`config.mk`:
```
export PLATFORM = sky130hd
export DESIGN_NAME = pst_strobe_timing
export DESIGN_NICKNAME = d
export VERILOG_FILES = /design/src/design/pst_pkg.sv /design/src/design/pst_decode.sv /design/src/design/pst_strobe_timing.sv
export SDC_FILE = /design/constraint.sdc
export NUM_CORES = 1
export LEC_CHECK = 0
export ABC_AREA = 1
export BUFFER_PORTS_ARGS = -buffer_cell sky130_fd_sc_hd__buf_4
export CAP_MARGIN = 5
export CORE_UTILIZATION = 54
export DETAILED_ROUTE_END_ITERATION = 6
export PLACE_DENSITY_LB_ADDON = 0.25
export SYNTH_ARGS = -nofsm -noshare
export SYNTH_HDL_FRONTEND = slang
export SYNTH_SLANG_ARGS = --single-unit
```
`constraint.sdc`:
```
create_clock -name i_clock -period 2.7 [get_ports i_clock]
set_input_delay 0.54 -clock i_clock [delete_from_list [all_inputs] [get_ports i_clock]]
set_output_delay 0.54 -clock i_clock [all_outputs]
set_load 0.01 [all_outputs]
```
`src/design/pst_pkg.sv`:
```
package pst_pkg;

  // ---------------------------------------------------------------------------
  // register map
  // ---------------------------------------------------------------------------
  localparam logic [3:0]  ADDR_TIMING   = 4'h0;  // card_strobe_timing
  localparam logic [3:0]  ADDR_WAITCTL  = 4'h4;  // strobe width count (wait_control_second)
  localparam logic [3:0]  ADDR_STATUS   = 4'h8;  // engine state, read only
  localparam logic [15:0] TIMING_RESET  = 16'h0000;
  localparam logic [3:0]  WAITCTL_RESET = 4'h0;

  // ---------------------------------------------------------------------------
  // field positions of card_strobe_timing
  // ---------------------------------------------------------------------------
  localparam int SET0_EXTRA_LSB  = 14;
  localparam int SET1_EXTRA_LSB  = 12;
  localparam int SET0_ASSERT_LSB = 9;
  localparam int SET1_ASSERT_LSB = 6;
  localparam int SET0_HOLD_LSB   = 3;
  localparam int SET1_HOLD_LSB   = 0;

  // ---------------------------------------------------------------------------
  // wait counts
  // ---------------------------------------------------------------------------
  localparam logic [5:0] EXTRA_W1 = 6'h0f;   // 15
  localparam logic [5:0] EXTRA_W2 = 6'h1e;   // 30
  localparam logic [5:0] EXTRA_W3 = 6'h32;   // 50
  localparam logic [3:0] STEP_W4  = 4'h6;
  localparam logic [3:0] STEP_W5  = 4'h9;
  localparam logic [3:0] STEP_W6  = 4'hc;
  localparam logic [3:0] STEP_W7  = 4'hf;

  // access engine states, one-hot
  typedef enum logic [3:0] {
    PST_IDLE   = 4'h1,
    PST_SETUP  = 4'h2,
    PST_STROBE = 4'h4,
    PST_HOLD   = 4'h8
  } pst_state_t;

endpackage : pst_pkg

```
`src/design/pst_decode.sv`:
```
`timescale 1ns/1ps
// decodes the selected timing set into wait counts
module pst_decode (
  input  wire logic [15:0] i_timing,      // card_strobe_timing contents
  input  wire logic        i_type_sel,    // access_type_select
  output logic      [5:0]  o_extra,       // low-speed extra waits
  output logic      [3:0]  o_setup,       // address to strobe waits
  output logic      [3:0]  o_hold         // address hold waits
);

  logic [1:0] extra_code;
  logic [2:0] setup_code;
  logic [2:0] hold_code;

  // ---------------------------------------------------------------------------
  // step tables
  // ---------------------------------------------------------------------------
  function automatic logic [3:0] step_waits(input logic [2:0] code);
    logic [3:0] w;
    w = 4'h0;
    case (code)
      3'h0: w = 4'h0;
      3'h1: w = 4'h1;
      3'h2: w = 4'h2;
      3'h3: w = 4'h3;
      3'h4: w = pst_pkg::STEP_W4;
      3'h5: w = pst_pkg::STEP_W5;
      3'h6: w = pst_pkg::STEP_W6;
      default: w = pst_pkg::STEP_W7;
    endcase
    return w;
  endfunction : step_waits

  // set 0 when select is low, set 1 when high
  always_comb begin
    if (i_type_sel) begin
      extra_code = i_timing[pst_pkg::SET1_EXTRA_LSB +: 2];
      setup_code = i_timing[pst_pkg::SET1_ASSERT_LSB +: 3];
      hold_code  = i_timing[pst_pkg::SET1_HOLD_LSB +: 3];
    end else begin
      extra_code = i_timing[pst_pkg::SET0_EXTRA_LSB +: 2];
      setup_code = i_timing[pst_pkg::SET0_ASSERT_LSB +: 3];
      hold_code  = i_timing[pst_pkg::SET0_HOLD_LSB +: 3];
    end
  end

  always_comb begin
    case (extra_code)
      2'h0: o_extra = 6'h00;
      2'h1: o_extra = pst_pkg::EXTRA_W1;
      2'h2: o_extra = pst_pkg::EXTRA_W2;
      default: o_extra = pst_pkg::EXTRA_W3;
    endcase
    o_setup = step_waits(setup_code);
    o_hold  = step_waits(hold_code);
  end

endmodule : pst_decode

```
`src/design/pst_strobe_timing.sv`:
```
// Design decisions made here: the strobed register port and the register addresses.
`timescale 1ns/1ps
// Operation
// - 16-bit read/write timing register
// - timing used only for areas 5 and 6
// - power-on clears; manual reset keeps contents
// - strobe width from wait-control register
// - bits 15:14 extra waits, select 0
// - bits 13:12 extra waits, select 1
// - bits 11:9 assert delay, select 0
// - bits 8:6 assert delay, select 1
// - bits 5:3 address hold, select 0
// - bits 2:0 address hold, select 1
// - memory read hold counts from sampling
module pst_strobe_timing (
  input  wire logic        i_clock,        // bus clock, 200 MHz
  input  wire logic        i_reset,        // power-on reset, sync, high
  input  wire logic        i_manual_reset, // manual reset or standby, register kept
  input  wire logic [3:0]  i_addr,         // register byte address
  input  wire logic [15:0] i_wdata,        // register write data
  input  wire logic        i_wr,           // register write strobe
  input  wire logic        i_rd,           // register read strobe
  output logic      [15:0] o_rdata,        // read data, cycle after i_rd
  input  wire logic        i_start,        // access request pulse
  input  wire logic [2:0]  i_area,         // target memory area
  input  wire logic        i_write,        // 1 write, 0 read
  input  wire logic        i_io_card,      // 1 i/o card, 0 memory card
  input  wire logic        i_low_speed,    // low-speed wait cycle
  input  wire logic        i_type_sel,     // access_type_select
  output logic             o_addr_valid,   // address driven to card
  output logic             o_oe_n,         // output enable, low active
  output logic             o_we_n,         // write enable, low active
  output logic             o_sample,       // read data sampling point
  output logic             o_busy,         // access in progress
  output logic             o_done          // access finished pulse
);

  localparam logic [2:0] AREA_A = 3'h5;
  localparam logic [2:0] AREA_B = 3'h6;

  // ---------------------------------------------------------------------------
  // registers
  // ---------------------------------------------------------------------------
  logic [15:0]            timing;
  logic [3:0]             wait_ctl;
  pst_pkg::pst_state_t    state;
  pst_pkg::pst_state_t    next_state;
  logic [6:0]             count;
  logic [6:0]             next_count;
  logic                   cur_write;
  logic                   cur_io;
  logic                   cur_sel;
  logic [5:0]             dec_extra;
  logic [3:0]             dec_setup;
  logic [3:0]             dec_hold;
  logic [6:0]             strobe_len;
  logic                   is_card;
  logic                   dec_sel;

  // only areas 5 and 6 start a card access
  assign is_card = (i_area == AREA_A) || (i_area == AREA_B);

  // manual reset deliberately not in this process
  always_ff @(posedge i_clock) begin
    if (i_reset) begin
      timing <= pst_pkg::TIMING_RESET;
    end else if (i_wr && i_addr == pst_pkg::ADDR_TIMING) begin
      timing <= i_wdata;
    end
  end

  always_ff @(posedge i_clock) begin
    if (i_reset) begin
      wait_ctl <= pst_pkg::WAITCTL_RESET;
    end else if (i_wr && i_addr == pst_pkg::ADDR_WAITCTL) begin
      wait_ctl <= i_wdata[3:0];
    end
  end

  // unmapped reads return zero
  always_ff @(posedge i_clock) begin
    if (i_reset) begin
      o_rdata <= 16'h0000;
    end else if (i_rd) begin
      case (i_addr)
        pst_pkg::ADDR_TIMING:  o_rdata <= timing;
        pst_pkg::ADDR_WAITCTL: o_rdata <= {12'h000, wait_ctl};
        pst_pkg::ADDR_STATUS:  o_rdata <= {12'h000, state};
        default:               o_rdata <= 16'h0000;
      endcase
    end else begin
      o_rdata <= 16'h0000;
    end
  end

  // ---------------------------------------------------------------------------
  // access engine
  // ---------------------------------------------------------------------------
  // while idle the request's own select picks the set, so the setup count loaded at
  // the start edge matches the access; after that the latched copy keeps it steady
  assign dec_sel = (state == pst_pkg::PST_IDLE) ? i_type_sel : cur_sel;

  pst_decode u_decode (
    .i_timing   (timing),
    .i_type_sel (dec_sel),
    .o_extra    (dec_extra),
    .o_setup    (dec_setup),
    .o_hold     (dec_hold)
  );

  // strobe width: base cycle plus wait control, plus extra only when low speed
  assign strobe_len = 7'(wait_ctl) + (i_low_speed ? 7'(dec_extra) : 7'h00);

  // count holds waits left in the current phase, one per clock
  always_comb begin
    next_state = state;
    next_count = count;
    case (state)
      pst_pkg::PST_IDLE: begin
        if (i_start && is_card) begin
          next_state = pst_pkg::PST_SETUP;
          next_count = 7'(dec_setup);
        end
      end
      pst_pkg::PST_SETUP: begin
        if (count == 7'h00) begin
          next_state = pst_pkg::PST_STROBE;
          next_count = strobe_len;
        end else begin
          next_count = count - 7'h01;
        end
      end
      pst_pkg::PST_STROBE: begin
        if (count == 7'h00) begin
          next_state = pst_pkg::PST_HOLD;
          next_count = 7'(dec_hold);
        end else begin
          next_count = count - 7'h01;
        end
      end
      pst_pkg::PST_HOLD: begin
        if (count == 7'h00) begin
          next_state = pst_pkg::PST_IDLE;
        end else begin
          next_count = count - 7'h01;
        end
      end
      default: begin
        next_state = pst_pkg::PST_IDLE;
        next_count = 7'h00;
      end
    endcase
  end

  // manual reset aborts the access but keeps the register
  always_ff @(posedge i_clock) begin
    if (i_reset || i_manual_reset) begin
      state <= pst_pkg::PST_IDLE;
      count <= 7'h00;
    end else begin
      state <= next_state;
      count <= next_count;
    end
  end

  // latch request attributes so the set cannot change mid-access
  always_ff @(posedge i_clock) begin
    if (i_reset) begin
      cur_write <= 1'b0;
      cur_io    <= 1'b0;
      cur_sel   <= 1'b0;
    end else if (state == pst_pkg::PST_IDLE) begin
      cur_write <= i_write;
      cur_io    <= i_io_card;
      cur_sel   <= i_type_sel;
    end
  end

  // ---------------------------------------------------------------------------
  // card pins
  // ---------------------------------------------------------------------------
  // memory read drops the strobe at sampling; hold then counts from that point
  always_ff @(posedge i_clock) begin
    if (i_reset || i_manual_reset) begin
      o_addr_valid <= 1'b0;
      o_oe_n       <= 1'b1;
      o_we_n       <= 1'b1;
      o_sample     <= 1'b0;
      o_busy       <= 1'b0;
      o_done       <= 1'b0;
    end else begin
      o_addr_valid <= (next_state != pst_pkg::PST_IDLE);
      o_oe_n       <= !(next_state == pst_pkg::PST_STROBE && !cur_write);
      o_we_n       <= !(next_state == pst_pkg::PST_STROBE && cur_write);
      o_sample     <= (state == pst_pkg::PST_STROBE) && (count == 7'h00) && !cur_write;
      o_busy       <= (next_state != pst_pkg::PST_IDLE);
      o_done       <= (state == pst_pkg::PST_HOLD) && (count == 7'h00);
    end
  end

  // ---------------------------------------------------------------------------
  // checks
  // ---------------------------------------------------------------------------
  a_reg_write_read: assert property (@(posedge i_clock) disable iff (i_reset)
    (i_wr && i_addr == pst_pkg::ADDR_TIMING) ##1 (i_rd && i_addr == pst_pkg::ADDR_TIMING && !i_wr)
      |=> o_rdata == $past(i_wdata, 2))
    else $error("timing register readback mismatch");

  a_area_only: assert property (@(posedge i_clock) disable iff (i_reset)
    (state == pst_pkg::PST_IDLE && i_start && !is_card && !i_manual_reset) |=> !o_busy)
    else $error("access started outside card areas");

  a_poweron_clear: assert property (@(posedge i_clock)
    i_reset |=> timing == 16'h0000)
    else $error("power-on reset did not clear timing");

  a_manual_keep: assert property (@(posedge i_clock) disable iff (i_reset)
    (i_manual_reset && !i_wr) |=> $stable(timing))
    else $error("manual reset disturbed timing");

  a_strobe_width: assert property (@(posedge i_clock) disable iff (i_reset || i_manual_reset)
    (state == pst_pkg::PST_SETUP && count == 7'h00) |=> count == $past(strobe_len))
    else $error("strobe width not from wait control");

  a_setup_load: assert property (@(posedge i_clock) disable iff (i_reset || i_manual_reset)
    (state == pst_pkg::PST_IDLE && i_start && is_card) |=> count == $past(7'(dec_setup)))
    else $error("setup count wrong");

  a_hold_load: assert property (@(posedge i_clock) disable iff (i_reset || i_manual_reset)
    (state == pst_pkg::PST_STROBE && count == 7'h00) |=> state == pst_pkg::PST_HOLD && count == $past(7'(dec_hold)))
    else $error("hold count wrong");

  a_wait_step: assert property (@(posedge i_clock) disable iff (i_reset || i_manual_reset)
    (state != pst_pkg::PST_IDLE && count != 7'h00) |=> count == $past(count) - 7'h01)
    else $error("wait not one clock");

  a_sample_hold: assert property (@(posedge i_clock) disable iff (i_reset || i_manual_reset)
    o_sample |-> state == pst_pkg::PST_HOLD && o_oe_n)
    else $error("sampling not at start of hold");

  a_extra_sel: assert property (@(posedge i_clock) disable iff (i_reset)
    (dec_sel && timing[pst_pkg::SET1_EXTRA_LSB +: 2] == 2'h3) |-> dec_extra == pst_pkg::EXTRA_W3)
    else $error("extra wait select wrong");

  // ---------------------------------------------------------------------------
  // checks on the card pins, the registers and their port, and the latched request
  // ---------------------------------------------------------------------------
  // an accepted start shows on the pins at once
  a_busy_rise: assert property (@(posedge i_clock) disable iff (i_reset)
    (state == pst_pkg::PST_IDLE && i_start && is_card && !i_manual_reset) |=> o_busy && o_addr_valid)
    else $error("accepted start not shown on pins");

  a_idle_pins: assert property (@(posedge i_clock) disable iff (i_reset)
    (state == pst_pkg::PST_IDLE) |-> !o_addr_valid && !o_busy && o_oe_n && o_we_n)
    else $error("card pins active while idle");

  a_setup_quiet: assert property (@(posedge i_clock) disable iff (i_reset)
    (state == pst_pkg::PST_SETUP) |-> o_addr_valid && o_oe_n && o_we_n)
    else $error("strobe asserted during address setup");

  // both strobes low at once would let the card and the device fight over the data bus
  a_strobe_excl: assert property (@(posedge i_clock) disable iff (i_reset)
    !(!o_oe_n && !o_we_n))
    else $error("both strobes asserted");

  a_strobe_addr: assert property (@(posedge i_clock) disable iff (i_reset)
    (!o_oe_n || !o_we_n) |-> o_addr_valid)
    else $error("strobe without address");

  a_strobe_enter: assert property (@(posedge i_clock) disable iff (i_reset || i_manual_reset)
    (state == pst_pkg::PST_SETUP && count == 7'h00) |=> (cur_write ? (!o_we_n && o_oe_n) : (!o_oe_n && o_we_n)))
    else $error("wrong strobe after setup");

  a_hold_release: assert property (@(posedge i_clock) disable iff (i_reset || i_manual_reset)
    (state == pst_pkg::PST_STROBE && count == 7'h00) |=> o_oe_n && o_we_n && o_addr_valid)
    else $error("address not held after strobe");

  a_sample_read: assert property (@(posedge i_clock) disable iff (i_reset || i_manual_reset)
    o_sample |-> !cur_write)
    else $error("sampling pulse in a write");

  a_done_pulse: assert property (@(posedge i_clock) disable iff (i_reset || i_manual_reset)
    o_done |=> !o_done)
    else $error("done longer than one cycle");

  a_done_idle: assert property (@(posedge i_clock) disable iff (i_reset)
    o_done |-> !o_busy && !o_addr_valid && o_oe_n && o_we_n)
    else $error("pins active with done");

  // the set in use may not change under a running access
  a_attr_steady: assert property (@(posedge i_clock) disable iff (i_reset)
    (state != pst_pkg::PST_IDLE) |=> $stable(cur_sel) && $stable(cur_write))
    else $error("request attributes changed mid-access");

  a_waitctl_keep: assert property (@(posedge i_clock) disable iff (i_reset)
    (i_manual_reset && !i_wr) |=> $stable(wait_ctl))
    else $error("manual reset disturbed wait control");

  // read data stand for one cycle only, so a stale word never looks like an answer
  a_rdata_idle: assert property (@(posedge i_clock) disable iff (i_reset)
    !i_rd |=> o_rdata == 16'h0000)
    else $error("read data outside read cycle");

  a_unmapped_read: assert property (@(posedge i_clock) disable iff (i_reset)
    (i_rd && i_addr != pst_pkg::ADDR_TIMING && i_addr != pst_pkg::ADDR_WAITCTL && i_addr != pst_pkg::ADDR_STATUS)
      |=> o_rdata == 16'h0000)
    else $error("unmapped read not zero");

endmodule : pst_strobe_timing

```
==> impl_metrics.ini, run 1 <==
[outcome]
outcome = completed

[clock_tree]
numCtsBuffers = 5
tritoncts = built
clk_pin_slew_worst_paths_ns = 0.10
cts-htree-levels = 2
clock_path_buffers = 2
clk_latency_ns = 0.31
cts_num_sinks = 54
root_buffer = clkbuf_8

[sta]
setup_viol = 0
drv_slew = 0
hold_violations = 0
slew_headroom_pct = 42.6
tns_ns = 0
fmax_mhz = 387
skew_ns = 0.00725
setup_slack_ns = 0.113
rsz0062_at_grt = true
finalCriticalPeriod_ns = 2.59
hold_ws_ns = 0.425
min_period_over_period_pct = 95.8
worstMarginPinSlew_ns = 0.858

[critical_path]
crit_top_cell = nand2_1
cp_data_required_time_ns = 2.95
critical_path_class = register to register
critPathBufInv = 6
critical_path.max_stage_delay_ns = 0.51
setup.worst_path.start = state[2]$_SDFF_PP0_
crit_chain = nor2_4 > nand3b_1 > nand2_2 > buf_6 > nand2_4 > nand2_4 > inv_4 > ha_4 > nand2_4 > inv_2 > ha_4 > fa_1 > inv_1 > nand2_1 > nand3_1 > o21ai_1 > inv_1 > nand2_1 > inv_1 > nand2_1 > nand2_1 > nand2_1
reg2regPathDepth = 22
critPathMaxFanout = 4
regToRegStartpoint = state[2]$_SDFF_PP0_
crit_family = simple AND/OR/NAND/NOR gates
cp_slowest_cell = fa_1
cp.arrival_ns = 2.84
start_kind = register
crit_path_end_kind = register
cp.depth = 22

[drt]
vias_per_cell = 5.01
antenna_left = 0
first_pass_iters = 4
wl_per_cell_um = 12.0
drcViolationCount = 0
num_vias = 2533
first_iter_violations = 127
wl_mm = 6.08

[cells_and_area]
seqCellArea_mm2 = 0.00108
nNetsFinal = 479
utilization_pct = 71.3
multi_input_area_mm2 = 0.00137
final_cell_area_mm2 = 0.00337
diodes = 0
fill_cells = 396
area_growth_pct = 26.9
drive_gt1_share_pct = 25.5

[placed_design]
io_buffers = 53
place.gp.congestion = 0.890
dp_worst_setup_slack_ns = -0.141
dp_hpwl_mm = 4.65
dpl-instance-area_mm2 = 0.00319

[global_route]
grt_max_degree = 33
overflow = 0
grt_pass1_wl_mm = 10.1
antenna_found_initial = 0
track_usage_pct = 24.6
grt_pass1_vias = 2432

[yosys]
yosys.cell_count.top_type = nand2_1
yosys-top-cells-count = nand2_1 (89), inv_1 (56), dfxtp_1 (54)
synth_top_family_by_area = simple AND/OR/NAND/NOR gates
syn_area_per_cell_um2 = 7.14
synth_top_area_share_pct = 40.7
syn_nets = 412
synthMuxAreaShare_pct = 0
netlist_instances = 372
synth_edf_count = 0
synthTopCellsByArea = dfxtp_1 (41%), nand2_1 (13%), inv_1 (7.9%)
yosys_warnings = 0
synth_compound_area_share_pct = 14.0
yosys.area_share.simple_pct = 30.0
synth_cell_types = 30
syn_area_mm2 = 0.00266
synthXorXnorAreaFrac_pct = 1.65
synthAdderAreaFrac_pct = 3.58
synth_top_area_cell = dfxtp_1
seq_area_frac_synth_pct = 40.7
ys.flop_type = dfxtp_1
async_reset_ff_share_pct = 0
synth-seq-cells = 54

[floorplanning]
fp.dieW_um = 72.1
die_y_um = 72.1
dieArea_mm2 = 0.00520
rows = 25
design.core.area_mm2 = 0.00472
ios = 55
start_util_pct = 56.2

[job]
maxCapViolCount = 0

[power]
powerDensity_mw_per_mm2 = 426
leakagePower_nw = 1.66
ir_worst_vdd_v = 0.000397

[min_path]
hold_start = i_reset
min_path_cells = 2
hp-class = input port to register
## metal layers
metal	share of wire [%]	global-route usage, %	routed length (um)	vias to the layer above
met5	0	0	0	-
met4	1.0	7.19	63	0
met3	4.5	4.72	276	7
met2	50	44.4	3020	70
met1	45	29.5	2720	1130
li1	-	-	-	1326
## cell families (layout without fill, tap and decap cells)
group	count (synthesis)	after routing
AND/OR/NAND/NOR	169	169
buffers and inverters	69	136
AO/OA/AOI/OAI	68	68
flip-flops	54	54
adder cells (fa/ha/maj)	7	7
XOR/XNOR	5	5
## through the flow
stage          instances  power (mW)
2_1_floorplan        372       0.921
5_1_grt              506        1.50
4_1_cts              503        1.44
6_report             506        1.43
3_5_place_dp         496       0.992
3_3_place_gp         496       0.988
## cells in the final DEF, fill, tap and decap left out, drive strengths merged
| master | instances |
|---|---|
| a21o | 1 |
| a21oi | 27 |
| a22oi | 2 |
| buf | 69 |
| clkbuf | 5 |
| clkinv | 1 |
| dfxtp | 54 |
| fa | 1 |
| ha | 6 |
| inv | 61 |
| nand2 | 100 |
| nand3 | 27 |
| nand3b | 1 |
| nand4 | 2 |
| nor2 | 22 |
| nor3 | 17 |
| o211ai | 1 |
| o21ai | 31 |
| o221ai | 3 |
| o22ai | 3 |
| xor2 | 5 |
## path summary, 6_finish.rpt
check / to / slack (ns)
setup reg to reg: count[1]$_SDFFE_PP0P_ / 0.11
setup / recovery: count[1]$_SDFFE_PP0P_ / 0.11
hold reg to reg: o_we_n$_SDFF_PP1_ / 0.43
hold / removal: cur_sel$_SDFF_PP0_ / 0.43
## power breakdown
part	internal, mW	total (mW)	switching [mW]
Clock	0.185	0.451	0.266
Combinational	0.0758	0.170	0.0943
Sequential	0.807	0.813	0.00653
## area by class of cell
class	count	share of cell area [%]
multi-input cells	249	40.6
flip-flops and latches	54	32.1
repair buffers	69	15.5
inverters	60	6.76
well taps	67	2.49
clock buffers	5	2.04
clock inverters	2	0.520
## state kept, by name, indices dropped and copies added (netlist names)
| name | cells |
|---|---|
| o_we_n | 1 |
| cur_write | 1 |
| o_sample | 1 |
| count | 7 |
| o_oe_n | 1 |
| o_busy | 1 |
| timing | 16 |
| o_done | 1 |
| wait_ctl | 4 |
| cur_sel | 1 |
| o_rdata | 16 |
| state | 4 |
## timing repair
| action | 4_1_cts | 5_1_grt |
|---|---|---|
| hold buffers | 0 | 0 |
| gates resized for setup | 0 | 19 |
| setup buffers | 0 | 3 |
| endpoints found under the setup margin | 0 | 6 |
Note: power is estimated with default switching activity, not from simulation.
==> run 2, diff against run 1 <==
- ABC_AREA: 1 -> not set
- CORE_UTILIZATION: 54 -> 55
==> run 2 against run 1 <==
The run now ends with negative setup slack left. Synthesized cell count down 20%. Final area increased by 3.2%. Worst hold slack worse by 0.0058 ns. Sequential power about the same. Critical path type unchanged. Critical endpoint is now count[2]$_SDFFE_PP0P_. Highest routed layer unchanged.
==> impl_metrics.ini, run 2 <==
[floorplanning]
ios = 55
dieArea_mm2 = 0.00522
fp.dieW_um = 72.2
rows = 25
die_y_um = 72.2
design.core.area_mm2 = 0.00472
start_util_pct = 57.5

[min_path]
hp-class = register to register
min_to = o_we_n$_SDFF_PP1_
hold_start = cur_write$_SDFFE_PP0P_
min_path_cells = 1

[yosys]
synth_compound_area_share_pct = 13.2
syn_area_per_cell_um2 = 9.14
yosys.cell_count.top_type = dfxtp_1
synth_top_area_cell = dfxtp_1
synth_edf_count = 0
synthXorXnorAreaFrac_pct = 3.23
synth_cell_types = 61
syn_nets = 337
ys.flop_type = dfxtp_1
synthMuxAreaShare_pct = 12.2
syn_area_mm2 = 0.00271
synthAdderAreaFrac_pct = 3.50
netlist_instances = 297
yosys.area_share.simple_pct = 23.7
async_reset_ff_share_pct = 0
seq_area_frac_synth_pct = 39.8
yosys-top-cells-count = dfxtp_1 (54), nor2_1 (39), mux2i_1 (28)
synth_top_area_share_pct = 39.8
synth_top_family_by_area = simple AND/OR/NAND/NOR gates
synthTopCellsByArea = dfxtp_1 (40%), mux2i_1 (10%), nor2_1 (5.4%)
yosys_warnings = 0
synth-seq-cells = 54

[sta]
hold_violations = 0
fmax_mhz = 309
tns_ns = -2.00
setup_viol = 6
skew_ns = 0.0141
rsz0062_at_grt = true
slew_headroom_pct = 51.5
finalCriticalPeriod_ns = 3.23
setup_slack_ns = -0.533
drv_slew = 0
worstMarginPinSlew_ns = 0.721
min_period_over_period_pct = 120

[drt]
wl_per_cell_um = 14.8
num_vias = 2359
vias_per_cell = 5.55
first_pass_iters = 5
first_iter_violations = 276
wl_mm = 6.31
drcViolationCount = 0
antenna_left = 0

[placed_design]
dp_worst_setup_slack_ns = -0.662
place.gp.congestion = 0.882
io_buffers = 53
dp_hpwl_mm = 4.68

[global_route]
grtUsageMet1_pct = 32.5
met3_usage_pct = 4.86
gr-usage-met2_pct = 42.7
antenna_found_initial = 0
grt_max_degree = 26
track_usage_pct = 25.7
overflow = 0
grt_pass1_wl_mm = 10.3
grt_pass1_vias = 2169
grt-busiest-layer = met2

[outcome]
outcome = finished with violations
failed_checks = negative setup slack

[critical_path]
critical_path.max_stage_delay_ns = 0.39
cp.depth = 12
r2r-end = count[2]$_SDFFE_PP0P_
critical_path_class = register to register
cp_slowest_cell = fa_2
regToRegStartpoint = state[2]$_SDFF_PP0_
crit_chain = nor4b_4 > mux2i_4 > mux2_4 > ha_4 > and2_4 > ha_4 > fa_2 > xnor2_2 > xnor2_1 > nor2_1 > a2111oi_2 > o2bb2ai_1
cp_data_required_time_ns = 2.91
critPathBufInv = 0
crit_path_end_kind = register
crit_family = multiplexers
critPathMaxFanout = 4
crit_top_cell = ha_4
start_kind = register
reg2regPathDepth = 12
r2r_setup_slack_ns = -0.53
cp.arrival_ns = 3.44

[clock_tree]
clk_latency_ns = 0.31
ctsHoldBuffers = 0
root_buffer = clkbuf_8
cts_num_sinks = 54
tritoncts = built
cts-htree-levels = 2
numCtsBuffers = 5
clock_path_buffers = 2
clk_pin_slew_worst_paths_ns = 0.10

[cells_and_area]
largestRegisters = o_rdata x16, timing x16, count x7
seqCellArea_mm2 = 0.00108
layout_commonest_cell = buf_4
nNetsFinal = 398
area_growth_pct = 28.1
drive_gt1_share_pct = 30.2
fill_cells = 336
multi_input_area_mm2 = 0.00167
diodes = 0
final_cell_mix = buf_4 (69), dfxtp_1 (53), nor2_1 (39), mux2i_1 (28), nand2_1 (15)

[job]
maxCapViolCount = 0

[power]
leakagePower_nw = 1.41
ir_worst_vdd_v = 0.000315
powerDensity_mw_per_mm2 = 402
## run 2: kinds of logic after synthesis
logic type,Yosys count
AOI/OAI and AO/OA,53
xor gates and xnor gates,10
adders and majority gates,7
buffers and inverters,25
DFF,54
muxes,32
and+or+nand+nor,116
## run 2: area by class of cell
cell class	instances	share of cell area, %
clock buffers	5	1.98
clock inverters	2	0.396
inverters	9	0.972
multi-input cells	218	47.9
flip-flops and latches	54	31.1
well taps	67	2.41
repair buffers	70	15.2
## run 2: how the worst max path moves through the flow
stage                                    from                     to  slack (ns)
after floorplan           state[3]$_SDFF_PP0_  count[2]$_SDFFE_PP0P_       -0.80
after global placement    state[3]$_SDFF_PP0_  count[2]$_SDFFE_PP0P_       -0.50
after detailed placement  state[3]$_SDFF_PP0_  count[2]$_SDFFE_PP0P_       -0.66
after CTS                 state[2]$_SDFF_PP0_  count[2]$_SDFFE_PP0P_       -0.44
after global routing      state[2]$_SDFF_PP0_  count[2]$_SDFFE_PP0P_       -0.67
final                     state[2]$_SDFF_PP0_  count[2]$_SDFFE_PP0P_       -0.53
## run 2: metrics by stage
stage	util (%)	area [um2]	instances	hold WS, ns	power (mW)
final	73.6	3480	425	0.420	1.40
after floorplan	-	2780	297	0.380	0.901
after global routing	73.6	3480	425	0.429	1.44
after CTS	73.1	3450	424	0.418	1.40
after global placement	69.5	3280	414	0.392	0.959
after detailed placement	69.5	3280	414	0.394	0.962
## run 2: where the power goes
part / switching, mW / internal [mW]
clock network: 0.266 / 0.180
logic: 0.0672 / 0.0743
registers: 0.00793 / 0.804
## run 2: layer usage
| layer | routed length, um | part of all wire [%] |
|---|---|---|
| met2 | 3070 | 49 |
| met1 | 2790 | 44 |
| met4 | 125 | 2.0 |
| met3 | 322 | 5.1 |
| met5 | 0 | 0 |
## run 2: timing repair
action / 4_1_cts / 5_1_grt
gates resized for setup: 16 / 2
endpoints found under the setup margin: 6 / 6
setup buffers: 3 / 1
pin swaps: 20 / 3
